[config.mk]
export PLATFORM = sky130hd
export DESIGN_NAME = usr_shift_top
export DESIGN_NICKNAME = d
export VERILOG_FILES = /design/src/rtl/usr_pkg.sv /design/src/rtl/usr_pin_sync.sv /design/src/rtl/usr_shift_top.sv
export SDC_FILE = /design/constraint.sdc
export NUM_CORES = 1
export LEC_CHECK = 0
export BUFFER_PORTS_ARGS = -buffer_cell sky130_fd_sc_hd__buf_4
export CAP_MARGIN = 0
export CORE_AREA = 2 2 124 126
export CTS_CLUSTER_SIZE = 30
export DETAILED_ROUTE_END_ITERATION = 7
export DIE_AREA = 0 0 126 128
export SYNTH_ARGS = -nofsm -noshare
export SYNTH_HDL_FRONTEND = slang
export SYNTH_SLANG_ARGS = --single-unit
[constraint.sdc]
create_clock -name aclk -period 5.45 [get_ports aclk]
set_input_delay 0.8175 -clock aclk [delete_from_list [all_inputs] [get_ports aclk]]
set_output_delay 0.8175 -clock aclk [all_outputs]
set_load 0.01 [all_outputs]
[src/rtl/usr_pkg.sv]
// Constants for the eight-stage universal shift register
package usr_pkg;
    localparam int ADDR_W = 5;
    localparam logic [4:0] OFF_CTRL = 5'h00;
    localparam logic [4:0] OFF_STEP = 5'h04;
    localparam logic [4:0] OFF_DIV = 5'h08;
    localparam logic [4:0] OFF_STATUS = 5'h0c;
    localparam logic [4:0] OFF_PORT_IN = 5'h10;
    localparam int CTRL_MSEL_LO = 0;
    localparam int CTRL_MSEL_HI = 1;
    localparam int CTRL_GATE_A = 2;
    localparam int CTRL_GATE_B = 3;
    localparam int CTRL_SER_R = 4;
    localparam int CTRL_SER_L = 5;
    localparam int CTRL_RUN = 6;
    localparam logic [6:0] CTRL_RESET = 7'h0c;
    localparam int DIV_W = 16;
    localparam logic [15:0] DIV_RESET = 16'h0013;
    localparam int STAT_FIRST = 8;
    localparam int STAT_LAST = 9;
    localparam int STAT_OE = 10;
    localparam logic [1:0] MODE_HOLD = 2'h0;
    localparam logic [1:0] MODE_RIGHT = 2'h1;
    localparam logic [1:0] MODE_LEFT = 2'h2;
    localparam logic [1:0] MODE_LOAD = 2'h3;
    localparam logic [1:0] RESP_OKAY = 2'h0;
    localparam logic [1:0] RESP_SLVERR = 2'h2;
endpackage : usr_pkg

[src/rtl/usr_pin_sync.sv]
// Three-stage pin synchroniser with agreement filter
`timescale 1ns/100ps
module usr_pin_sync #(
    parameter int WIDTH = 8
) (
    input wire logic aclk,
    input wire logic aresetn,
    input wire logic [WIDTH-1:0] pin_in,
    output logic [WIDTH-1:0] level_out
);
    logic [WIDTH-1:0] s1_reg;
    logic [WIDTH-1:0] s2_reg;
    logic [WIDTH-1:0] s3_reg;

    always_ff @(posedge aclk) begin
        if (!aresetn) begin
            s1_reg <= '0;
            s2_reg <= '0;
            s3_reg <= '0;
        end else begin
            s1_reg <= pin_in;
            s2_reg <= s1_reg;
            s3_reg <= s2_reg;
        end
    end

    // Change counts once second and third stages agree
    always_ff @(posedge aclk) begin
        if (!aresetn) begin
            level_out <= '0;
        end else begin
            level_out <= (s2_reg & s3_reg) | ((s2_reg ^ s3_reg) & level_out);
        end
    end
endmodule : usr_pin_sync

[src/rtl/usr_shift_top.sv]
// Eight-stage universal shift register with AXI4-Lite control
`timescale 1ns/100ps
module usr_shift_top #(
    parameter int STAGES = 8
) (
    input wire logic aclk,
    input wire logic aresetn,
    input wire logic [usr_pkg::ADDR_W-1:0] s_axi_awaddr,
    input wire logic s_axi_awvalid,
    output logic s_axi_awready,
    input wire logic [31:0] s_axi_wdata,
    input wire logic [3:0] s_axi_wstrb,
    input wire logic s_axi_wvalid,
    output logic s_axi_wready,
    output logic [1:0] s_axi_bresp,
    output logic s_axi_bvalid,
    input wire logic s_axi_bready,
    input wire logic [usr_pkg::ADDR_W-1:0] s_axi_araddr,
    input wire logic s_axi_arvalid,
    output logic s_axi_arready,
    output logic [31:0] s_axi_rdata,
    output logic [1:0] s_axi_rresp,
    output logic s_axi_rvalid,
    input wire logic s_axi_rready,
    input wire logic [STAGES-1:0] port_in,
    output logic [STAGES-1:0] port_out,
    output logic [STAGES-1:0] port_oe,
    output logic serial_first_out,
    output logic serial_last_out
);
    logic [6:0] ctrl_reg;
    logic [usr_pkg::DIV_W-1:0] div_reg;
    logic [usr_pkg::DIV_W-1:0] div_cnt_reg;
    logic tick_reg;
    logic step_reg;
    logic [STAGES-1:0] stage_reg;
    logic [STAGES-1:0] stage_next;
    logic [STAGES-1:0] port_sync;
    logic aw_held_reg;
    logic aw_held_next;
    logic w_held_reg;
    logic w_held_next;
    logic [usr_pkg::ADDR_W-1:0] aw_addr_reg;
    logic [31:0] w_data_reg;
    logic [3:0] w_strb_reg;
    logic bvalid_next;
    logic do_write;
    logic [usr_pkg::ADDR_W-1:0] wr_addr;
    logic [31:0] wr_data;
    logic [3:0] wr_strb;
    logic [1:0] bresp_next;
    logic [31:0] rd_word;
    logic rd_hit;
    logic mode_select_low_bit;
    logic mode_select_high_bit;
    logic port_drive_gate_a;
    logic port_drive_gate_b;
    logic [1:0] mode;
    logic advance;

    assign mode_select_low_bit = ctrl_reg[usr_pkg::CTRL_MSEL_LO];
    assign mode_select_high_bit = ctrl_reg[usr_pkg::CTRL_MSEL_HI];
    assign port_drive_gate_a = ctrl_reg[usr_pkg::CTRL_GATE_A];
    assign port_drive_gate_b = ctrl_reg[usr_pkg::CTRL_GATE_B];
    assign mode = {mode_select_high_bit, mode_select_low_bit};
    assign advance = step_reg | (ctrl_reg[usr_pkg::CTRL_RUN] & tick_reg);

    usr_pin_sync #(
        .WIDTH(STAGES)
    ) u_port_sync (
        .aclk(aclk),
        .aresetn(aresetn),
        .pin_in(port_in),
        .level_out(port_sync)
    );

    // Write channel: address and data taken in either order
    always_comb begin
        aw_held_next = aw_held_reg | (s_axi_awvalid & s_axi_awready);
        w_held_next = w_held_reg | (s_axi_wvalid & s_axi_wready);
        wr_addr = aw_held_reg ? aw_addr_reg : s_axi_awaddr;
        wr_data = w_held_reg ? w_data_reg : s_axi_wdata;
        wr_strb = w_held_reg ? w_strb_reg : s_axi_wstrb;
        bvalid_next = s_axi_bvalid & ~s_axi_bready;
        do_write = 1'b0;
        if (aw_held_next && w_held_next && !s_axi_bvalid) begin
            do_write = 1'b1;
            aw_held_next = 1'b0;
            w_held_next = 1'b0;
            bvalid_next = 1'b1;
        end
        case (wr_addr)
            usr_pkg::OFF_CTRL, usr_pkg::OFF_STEP, usr_pkg::OFF_DIV,
            usr_pkg::OFF_STATUS, usr_pkg::OFF_PORT_IN: bresp_next = usr_pkg::RESP_OKAY;
            default: bresp_next = usr_pkg::RESP_SLVERR;
        endcase
    end

    always_ff @(posedge aclk) begin
        if (!aresetn) begin
            aw_held_reg <= 1'b0;
            w_held_reg <= 1'b0;
            aw_addr_reg <= '0;
            w_data_reg <= 32'h0;
            w_strb_reg <= 4'h0;
            s_axi_awready <= 1'b0;
            s_axi_wready <= 1'b0;
            s_axi_bvalid <= 1'b0;
            s_axi_bresp <= usr_pkg::RESP_OKAY;
        end else begin
            aw_held_reg <= aw_held_next;
            w_held_reg <= w_held_next;
            if (s_axi_awvalid && s_axi_awready) begin
                aw_addr_reg <= s_axi_awaddr;
            end
            if (s_axi_wvalid && s_axi_wready) begin
                w_data_reg <= s_axi_wdata;
                w_strb_reg <= s_axi_wstrb;
            end
            s_axi_awready <= ~aw_held_next & ~bvalid_next;
            s_axi_wready <= ~w_held_next & ~bvalid_next;
            s_axi_bvalid <= bvalid_next;
            if (do_write) begin
                s_axi_bresp <= bresp_next;
            end
        end
    end

    // Control, divider and step registers
    always_ff @(posedge aclk) begin
        if (!aresetn) begin
            ctrl_reg <= usr_pkg::CTRL_RESET;
            div_reg <= usr_pkg::DIV_RESET;
            step_reg <= 1'b0;
        end else begin
            step_reg <= 1'b0;
            if (do_write && wr_addr == usr_pkg::OFF_CTRL && wr_strb[0]) begin
                ctrl_reg <= wr_data[6:0];
            end
            if (do_write && wr_addr == usr_pkg::OFF_DIV) begin
                if (wr_strb[0]) begin
                    div_reg[7:0] <= wr_data[7:0];
                end
                if (wr_strb[1]) begin
                    div_reg[15:8] <= wr_data[15:8];
                end
            end
            if (do_write && wr_addr == usr_pkg::OFF_STEP && wr_strb[0]) begin
                step_reg <= wr_data[0];
            end
        end
    end

    // Free-running shift rate enable
    always_ff @(posedge aclk) begin
        if (!aresetn) begin
            div_cnt_reg <= '0;
            tick_reg <= 1'b0;
        end else if (div_cnt_reg >= div_reg) begin
            div_cnt_reg <= '0;
            tick_reg <= 1'b1;
        end else begin
            div_cnt_reg <= div_cnt_reg + 16'h0001;
            tick_reg <= 1'b0;
        end
    end

    // Stage next value by mode
    always_comb begin
        stage_next = stage_reg;
        unique case (mode)
            usr_pkg::MODE_HOLD: stage_next = stage_reg;
            usr_pkg::MODE_RIGHT: stage_next = {stage_reg[STAGES-2:0], ctrl_reg[usr_pkg::CTRL_SER_R]};
            usr_pkg::MODE_LEFT: stage_next = {ctrl_reg[usr_pkg::CTRL_SER_L], stage_reg[STAGES-1:1]};
            usr_pkg::MODE_LOAD: stage_next = port_sync;
        endcase
    end

    // Stages clear without the clock and step only on an advance edge
    always_ff @(posedge aclk or negedge aresetn) begin
        if (!aresetn) begin
            stage_reg <= '0;
        end else if (advance) begin
            stage_reg <= stage_next;
        end
    end

    assign serial_first_out = stage_reg[0];
    assign serial_last_out = stage_reg[STAGES-1];
    assign port_out = stage_reg;

    // Port drive gating
    always_ff @(posedge aclk) begin
        if (!aresetn) begin
            port_oe <= '0;
        end else if (mode == usr_pkg::MODE_LOAD || port_drive_gate_a || port_drive_gate_b) begin
            port_oe <= '0;
        end else begin
            port_oe <= '1;
        end
    end

    // Read channel
    always_comb begin
        rd_word = 32'h0;
        rd_hit = 1'b1;
        case (s_axi_araddr)
            usr_pkg::OFF_CTRL: rd_word[6:0] = ctrl_reg;
            usr_pkg::OFF_STEP: rd_word = 32'h0;
            usr_pkg::OFF_DIV: rd_word[15:0] = div_reg;
            usr_pkg::OFF_STATUS: begin
                rd_word[STAGES-1:0] = stage_reg;
                rd_word[usr_pkg::STAT_FIRST] = stage_reg[0];
                rd_word[usr_pkg::STAT_LAST] = stage_reg[STAGES-1];
                rd_word[usr_pkg::STAT_OE] = port_oe[0];
            end
            usr_pkg::OFF_PORT_IN: rd_word[STAGES-1:0] = port_sync;
            default: rd_hit = 1'b0;
        endcase
    end

    always_ff @(posedge aclk) begin
        if (!aresetn) begin
            s_axi_arready <= 1'b0;
            s_axi_rvalid <= 1'b0;
            s_axi_rdata <= 32'h0;
            s_axi_rresp <= usr_pkg::RESP_OKAY;
        end else if (s_axi_arvalid && s_axi_arready) begin
            s_axi_arready <= 1'b0;
            s_axi_rvalid <= 1'b1;
            s_axi_rdata <= rd_word;
            s_axi_rresp <= rd_hit ? usr_pkg::RESP_OKAY : usr_pkg::RESP_SLVERR;
        end else if (s_axi_rvalid && s_axi_rready) begin
            s_axi_rvalid <= 1'b0;
            s_axi_arready <= 1'b1;
        end else if (!s_axi_rvalid) begin
            s_axi_arready <= 1'b1;
        end
    end

    // Checks
    property p_load_capture;
        @(posedge aclk) disable iff (!aresetn)
        advance && mode == usr_pkg::MODE_LOAD |=> stage_reg == $past(port_sync)
            && serial_first_out == $past(port_sync[0]);
    endproperty
    a_load_capture: assert property (p_load_capture) else $error("Parallel load missed");

    property p_shift_right;
        @(posedge aclk) disable iff (!aresetn)
        advance && mode == usr_pkg::MODE_RIGHT |=> stage_reg ==
            {$past(stage_reg[STAGES-2:0]), $past(ctrl_reg[usr_pkg::CTRL_SER_R])};
    endproperty
    a_shift_right: assert property (p_shift_right) else $error("Right shift wrong");

    property p_shift_left;
        @(posedge aclk) disable iff (!aresetn)
        advance && mode == usr_pkg::MODE_LEFT |=> stage_reg ==
            {$past(ctrl_reg[usr_pkg::CTRL_SER_L]), $past(stage_reg[STAGES-1:1])};
    endproperty
    a_shift_left: assert property (p_shift_left) else $error("Left shift wrong");

    property p_hold;
        @(posedge aclk) disable iff (!aresetn)
        !advance || mode == usr_pkg::MODE_HOLD |=> $stable(stage_reg);
    endproperty
    a_hold: assert property (p_hold) else $error("Stages moved without a shift");

    property p_reset_clear;
        @(posedge aclk) !aresetn |-> stage_reg == '0 && !serial_first_out && !serial_last_out;
    endproperty
    a_reset_clear: assert property (p_reset_clear) else $error("Reset did not clear");

    property p_load_float;
        @(posedge aclk) disable iff (!aresetn)
        mode == usr_pkg::MODE_LOAD |=> port_oe == '0;
    endproperty
    a_load_float: assert property (p_load_float) else $error("Port driven in load");

    property p_gate_float;
        @(posedge aclk) disable iff (!aresetn)
        port_drive_gate_a || port_drive_gate_b |=> port_oe == '0;
    endproperty
    a_gate_float: assert property (p_gate_float) else $error("Port driven while gated");

    property p_drive;
        @(posedge aclk) disable iff (!aresetn)
        !port_drive_gate_a && !port_drive_gate_b && mode != usr_pkg::MODE_LOAD
            |=> port_oe == '1 && port_out == stage_reg;
    endproperty
    a_drive: assert property (p_drive) else $error("Port not driven");

    property p_gated_shift;
        @(posedge aclk) disable iff (!aresetn)
        (port_drive_gate_a || port_drive_gate_b) && advance && mode == usr_pkg::MODE_RIGHT
            |=> stage_reg[STAGES-1:1] == $past(stage_reg[STAGES-2:0]);
    endproperty
    a_gated_shift: assert property (p_gated_shift) else $error("Gating stopped shift");

    property p_serial_ends;
        @(posedge aclk) disable iff (!aresetn)
        advance && mode == usr_pkg::MODE_LEFT
            |=> serial_last_out == $past(ctrl_reg[usr_pkg::CTRL_SER_L])
            && serial_first_out == $past(stage_reg[1]);
    endproperty
    a_serial_ends: assert property (p_serial_ends) else $error("Serial output stale");

    c_load: cover property (@(posedge aclk) disable iff (!aresetn)
        advance && mode == usr_pkg::MODE_LOAD);
    c_right_gated: cover property (@(posedge aclk) disable iff (!aresetn)
        advance && mode == usr_pkg::MODE_RIGHT && port_drive_gate_a);
    c_left: cover property (@(posedge aclk) disable iff (!aresetn)
        advance && mode == usr_pkg::MODE_LEFT ##1 port_oe == '1);
endmodule : usr_shift_top

Word-level counts from Yosys, hierarchy flattened
Cells that the tools add are included.
{"block": "op_classes", "n_reduce_logical": 26, "magnitude_cmp": 1, "bitwise": 19, "eq_ne": 12, "n_mux": 21, "addsub": 1}
{"operator": "$pmux 7 s4", "count": 1}
{"operator": "$pmux 8 s3", "count": 1}
{"operator": "$eq 5x4->1 const B", "count": 4}
{"operator": "$add 16x1->16 const B", "count": 1}
{"operator": "$and 8x8->8", "count": 2}
{"operator": "$ge 16x16->1", "count": 1}
{"operator": "$mux 16", "count": 1}
{"operator": "$logic_and 1x1->1", "count": 11}
{"operator": "$eq 5x3->1 const B", "count": 2}
{"operator": "$eq 5x5->1 const B", "count": 2}
{"operator": "$logic_not 5->1", "count": 2}
{"operator": "$mux 1", "count": 10}
{"operator": "$mux 5", "count": 2}
{"operator": "$reduce_or 5->1", "count": 2}
{"operator": "$mux 8", "count": 1}
{"operator": "$or 8x8->8", "count": 1}
{"operator": "$reduce_and 2->1", "count": 4}
{"operator": "$xor 8x8->8", "count": 1}
{"operator": "$and 1x1->1", "count": 6}
{"operator": "$mux 2", "count": 3}
{"operator": "$not 1->1", "count": 6}
{"operator": "$pmux 3 s2", "count": 1}
{"operator": "$eq 2x2->1 const B", "count": 2}
{"operator": "$reduce_or 2->1", "count": 2}
{"operator": "8 further kinds", "count": 11}
{"block": "totals", "word_cells": 105, "regBits": 139, "out_inout_bits": 59, "inputBits": 61}

Logic depth before layout (Yosys ltp)
{"block": "logic_depth", "ltp_word": 8, "depth_mapped": 8, "ltp_nobuf": 7}

Cells and area by module
Synthesis repeated with hierarchy kept, for this count alone.
{"block": "unflattened", "hier_cells": 675, "hier_area_um2": 6062.1}
{"mod": "usr_shift_top", "area_each_um2": 5058.6, "cells_each": 592, "seq_area_each_um2": 2001.9, "instances": 1}
{"mod": "usr_pin_sync", "area_each_um2": 1003.5, "cells_each": 83, "seq_area_each_um2": 640.6, "instances": 1}

Worst setup path before layout
Ideal clock, no wire load.
{"block": "synth_path", "kind": "input to register", "startpoint": "input s_axi_awaddr[0] in the netlist's numbering", "endpoint": "register div_reg[13] in the netlist's numbering", "n_path_buf": 2, "arrival_time_ns": 1.999, "stages": 7, "required_time_ns": 5.370, "setup_time_ns": 0.080, "path_slack_ns": 3.371, "path_cell_list": "nor3_1 > o221ai_1 > nor4bb_1 > buf_2 > buf_6 > nor2_1 > a211oi_2"}
{"block": "synth_between", "elab_chain_cells": 4}
{"element": "start: declaration", "line": "usr_shift_top.sv:8", "text": "input wire logic [usr_pkg::ADDR_W-1:0] s_axi_awaddr,"}
{"element": "$mux 5", "line": "usr_shift_top.sv:81", "text": "wr_addr = aw_held_reg ? aw_addr_reg : s_axi_awaddr;"}
{"element": "$eq 5x4->1", "line": "usr_shift_top.sv:140", "text": "if (do_write && wr_addr == usr_pkg::OFF_DIV) begin"}
{"element": "$logic_and 1x1->1", "line": "usr_shift_top.sv:140"}
{"element": "$reduce_and 2->1 (no source line)"}
{"element": "end signal: assignment", "line": "usr_shift_top.sv:133", "text": "div_reg <= usr_pkg::DIV_RESET;"}
{"element": "end: declaration", "line": "usr_shift_top.sv:32", "text": "logic [usr_pkg::DIV_W-1:0] div_reg;"}
No other way between the ends.
A chain may end at the register's enable or synchronous reset.

Worst setup path in the final report
{"block": "layout_path", "startpoint": "register w_held_reg", "endpoint": "register ctrl_reg[3]"}
{"block": "layout_between", "elab_chain_cells": 6, "word_cells_on_any_way": 8, "classes_between": "3 x mux; 1 x bitwise; 4 x reduce/logical"}
{"element": "start: declaration", "line": "usr_shift_top.sv:41", "text": "logic w_held_reg;"}
{"element": "start signal: assignment", "line": "usr_shift_top.sv:112", "text": "w_held_reg <= w_held_next;"}
{"element": "$or 1x1->1", "line": "usr_shift_top.sv:80", "text": "w_held_next = w_held_reg | (s_axi_wvalid & s_axi_wready);"}
{"element": "$logic_and 1x1->1 (2 in a row)", "line": "usr_shift_top.sv:86", "text": "if (aw_held_next && w_held_next && !s_axi_bvalid) begin"}
{"element": "$mux 1", "line": "usr_shift_top.sv:86"}
{"element": "$logic_and 1x1->1 (2 in a row)", "line": "usr_shift_top.sv:137", "text": "if (do_write && wr_addr == usr_pkg::OFF_CTRL && wr_strb[0]) begin"}
{"element": "end signal: assignment", "line": "usr_shift_top.sv:132", "text": "ctrl_reg <= usr_pkg::CTRL_RESET;"}
{"element": "end signal: assignment", "line": "usr_shift_top.sv:138", "text": "ctrl_reg <= wr_data[6:0];"}
{"element": "end: declaration", "line": "usr_shift_top.sv:31", "text": "logic [6:0] ctrl_reg;"}
Parallel ways exist; a longest one is shown, timed or not.

==> metrics <==
outcome=finished clean; Slew headroom=29.5%; warnings from Yosys=0; Synth Instances=639; Post-CTS Hold Buffers=0; cell area power density=336 nW/um^2; Root Driver=clkbuf_16; nets=787; Hold Vio Cnt, Final=0; Chip Width=126 um; RSZ-0062 raised after global routing=false; initial core utilization=38.8%; crit path DAT=3.02 ns; Post-CTS Resized=0; CTS Buf Count=17; Final TNS setup=0 ns; final wirelength=13000 um; max cap viols=0; mapped cell area=5770 sq um; fin. max-slew vios=0; P&R area growth vs syn=21.4%; CP startpoint kind=flip-flop; Clock transition at path regs=0.05 ns; commonest non-fill, non-tap cell in the layout=dfxtp_1; Setup WS pre-CTS=2.64 ns; CP max FO=21; global-route wire length before repair=21500 um; Synth top area share=42.3%; core area=14900 sq um; GRT Residual Overflow=0; Global Route Usage Sum=17.0%; Synth cell types=54; Tcrit/Tclk final=50.3%; routed vias=4496; prevailing post-synth register cell=dfxtp_1; I/O pins=120; layout cell share with drive strength beyond 1=19.0%; commonest cells after routing, fill and taps aside=dfxtp_1, buf_4, nand2_1; Post-synth EDFFs=0; 1st-iter DRT viols=298; Seq/Total Area, Yosys=45.8%; IO Port Bufs=83; final setup vio count=0; syn_area_per_cell=9.03 sq um; Residual DRC=0; CTS sink cnt=130; CTS tree=built; fmax=365 MHz; hpwl dp=9300 um; H-tree depth=4; Worst Path Required=5.73 ns; VDD IR max=220 uV; Tmin final=2.74 ns; Die H=128 um; WS Path Type=reg2reg; worst hold-check path type=in2async; largest net degree at the start of global routing=55; post-DR wirelength/cell=14.5 um; DRT Pass-1 Iters=6; detailed-route vias per instance=4.98; top post-synthesis cells by area=dfxtp_1, ha_1, a21oi_1; clk buf depth=2; Seq cells post-synth=130; DRT antenna net count=0; row count=45; leading area contributor after synthesis=dfxtp_1; Tightest Pin Transition=1.06 ns; buffers inserted by post-CTS timing repair=0; total die area=16100 sq um; Leakage=2.87 nW; worst setup margin=2.71 ns; CP Capture Type=flip-flop; n_diodes=0; Setup Skew=0.00739 ns; GP Congestion=0.799; initial antenna violation count=0; vias in the first global route=4350; clock latency on the worst-skew pair=0.42 ns; FFs w/ async S/R, synth=6.15%
cells in the mapped netlist, types with 5 or more instances:
library cell,count
nor3_1,12
and2_1,27
a31oi_1,5
a21oi_1,61
a21o_1,6
nand2_1,80
mux2_2,8
dfrtp_1,8
inv_1,22
o21ai_0,9
dfxtp_1,122
o21ai_1,7
xnor2_1,9
nor2_1,65
nand4_1,5
mux2i_1,28
a211oi_1,9
xor2_1,5
buf_4,30
ha_1,25
nand3_1,14
clkbuf_1,20
mux2_1,6
a211oi_2,5
a222oi_1,7
buf_1,5
report_power, final:
group          internal (mW)  switching (mW)  total [mW]
registers              0.978          0.0210       0.999
clock network          0.808           0.408        1.22
logic                 0.0627          0.0817       0.144
critical path: stages (launching register included):
cell	delay, ns
dfxtp_1	1.01
a21oi_1	0.18
or3_4	0.43
nor3_2	0.66
mux2i_1	0.26
nand2_1	0.06
path summary, 6_finish.rpt:
kind	to	start	cells after the start	slack (ns)
max	ctrl_reg[3]	w_held_reg	5	2.71
min reg2reg	u_port_sync.s2_reg[1]	u_port_sync.s1_reg[1]	1	0.42
min	port_out[5]	aresetn	1	0.40
max in group asynchronous	port_out[0]	aresetn	1	4.68
max reg2reg	ctrl_reg[3]	w_held_reg	5	2.71
min in group aclk	u_port_sync.s2_reg[1]	u_port_sync.s1_reg[1]	1	0.42
per-layer routing:
layer	share of wire [%]	GRT usage [%]	wire (um)	vias to the layer above
li1	-	-	-	2272
met1	47	21.8	6160	2082
met2	46	27.0	5940	124
met3	6.0	5.55	782	18
met4	1.3	5.82	166	0
met5	0	0	0	-
stage by stage:
step	cell area (sq um)	total power [mW]	hold slack, ns	cells	util (%)
2_1_floorplan	5840	1.11	0.412	656	-
3_3_place_gp	6360	1.16	0.419	870	42.8
3_5_place_dp	6360	1.16	0.418	870	42.8
4_1_cts	7010	2.38	0.384	902	47.2
5_1_grt	7010	2.45	0.401	902	47.2
6_report	7010	2.36	0.399	902	47.2
cell type report:
type	instances	area (sq um)
Inverter	23	86.3
Clock inverter	7	119
Multi-Input combinational cell	444	2760
Timing Repair Buffer	85	638
Sequential cell	130	2640
Clock buffer	25	527
Tap cell	188	235
Fill cell	1442	7850
cell families (layout without fill, tap and decap cells):
group	Yosys count	count (layout)	share of synthesized area, %
XOR/XNOR	14	14	2.12
other	1	18	0.0650
AO/OA/AOI/OAI	121	121	13.2
flip-flops	130	130	45.8
AND/OR/NAND/NOR	224	224	18.2
buffers and inverters	82	140	7.59
multiplexers	42	42	7.59
adder cells (fa/ha/maj)	25	25	5.42
No activity file was read; power rests on OpenSTA's default activity.
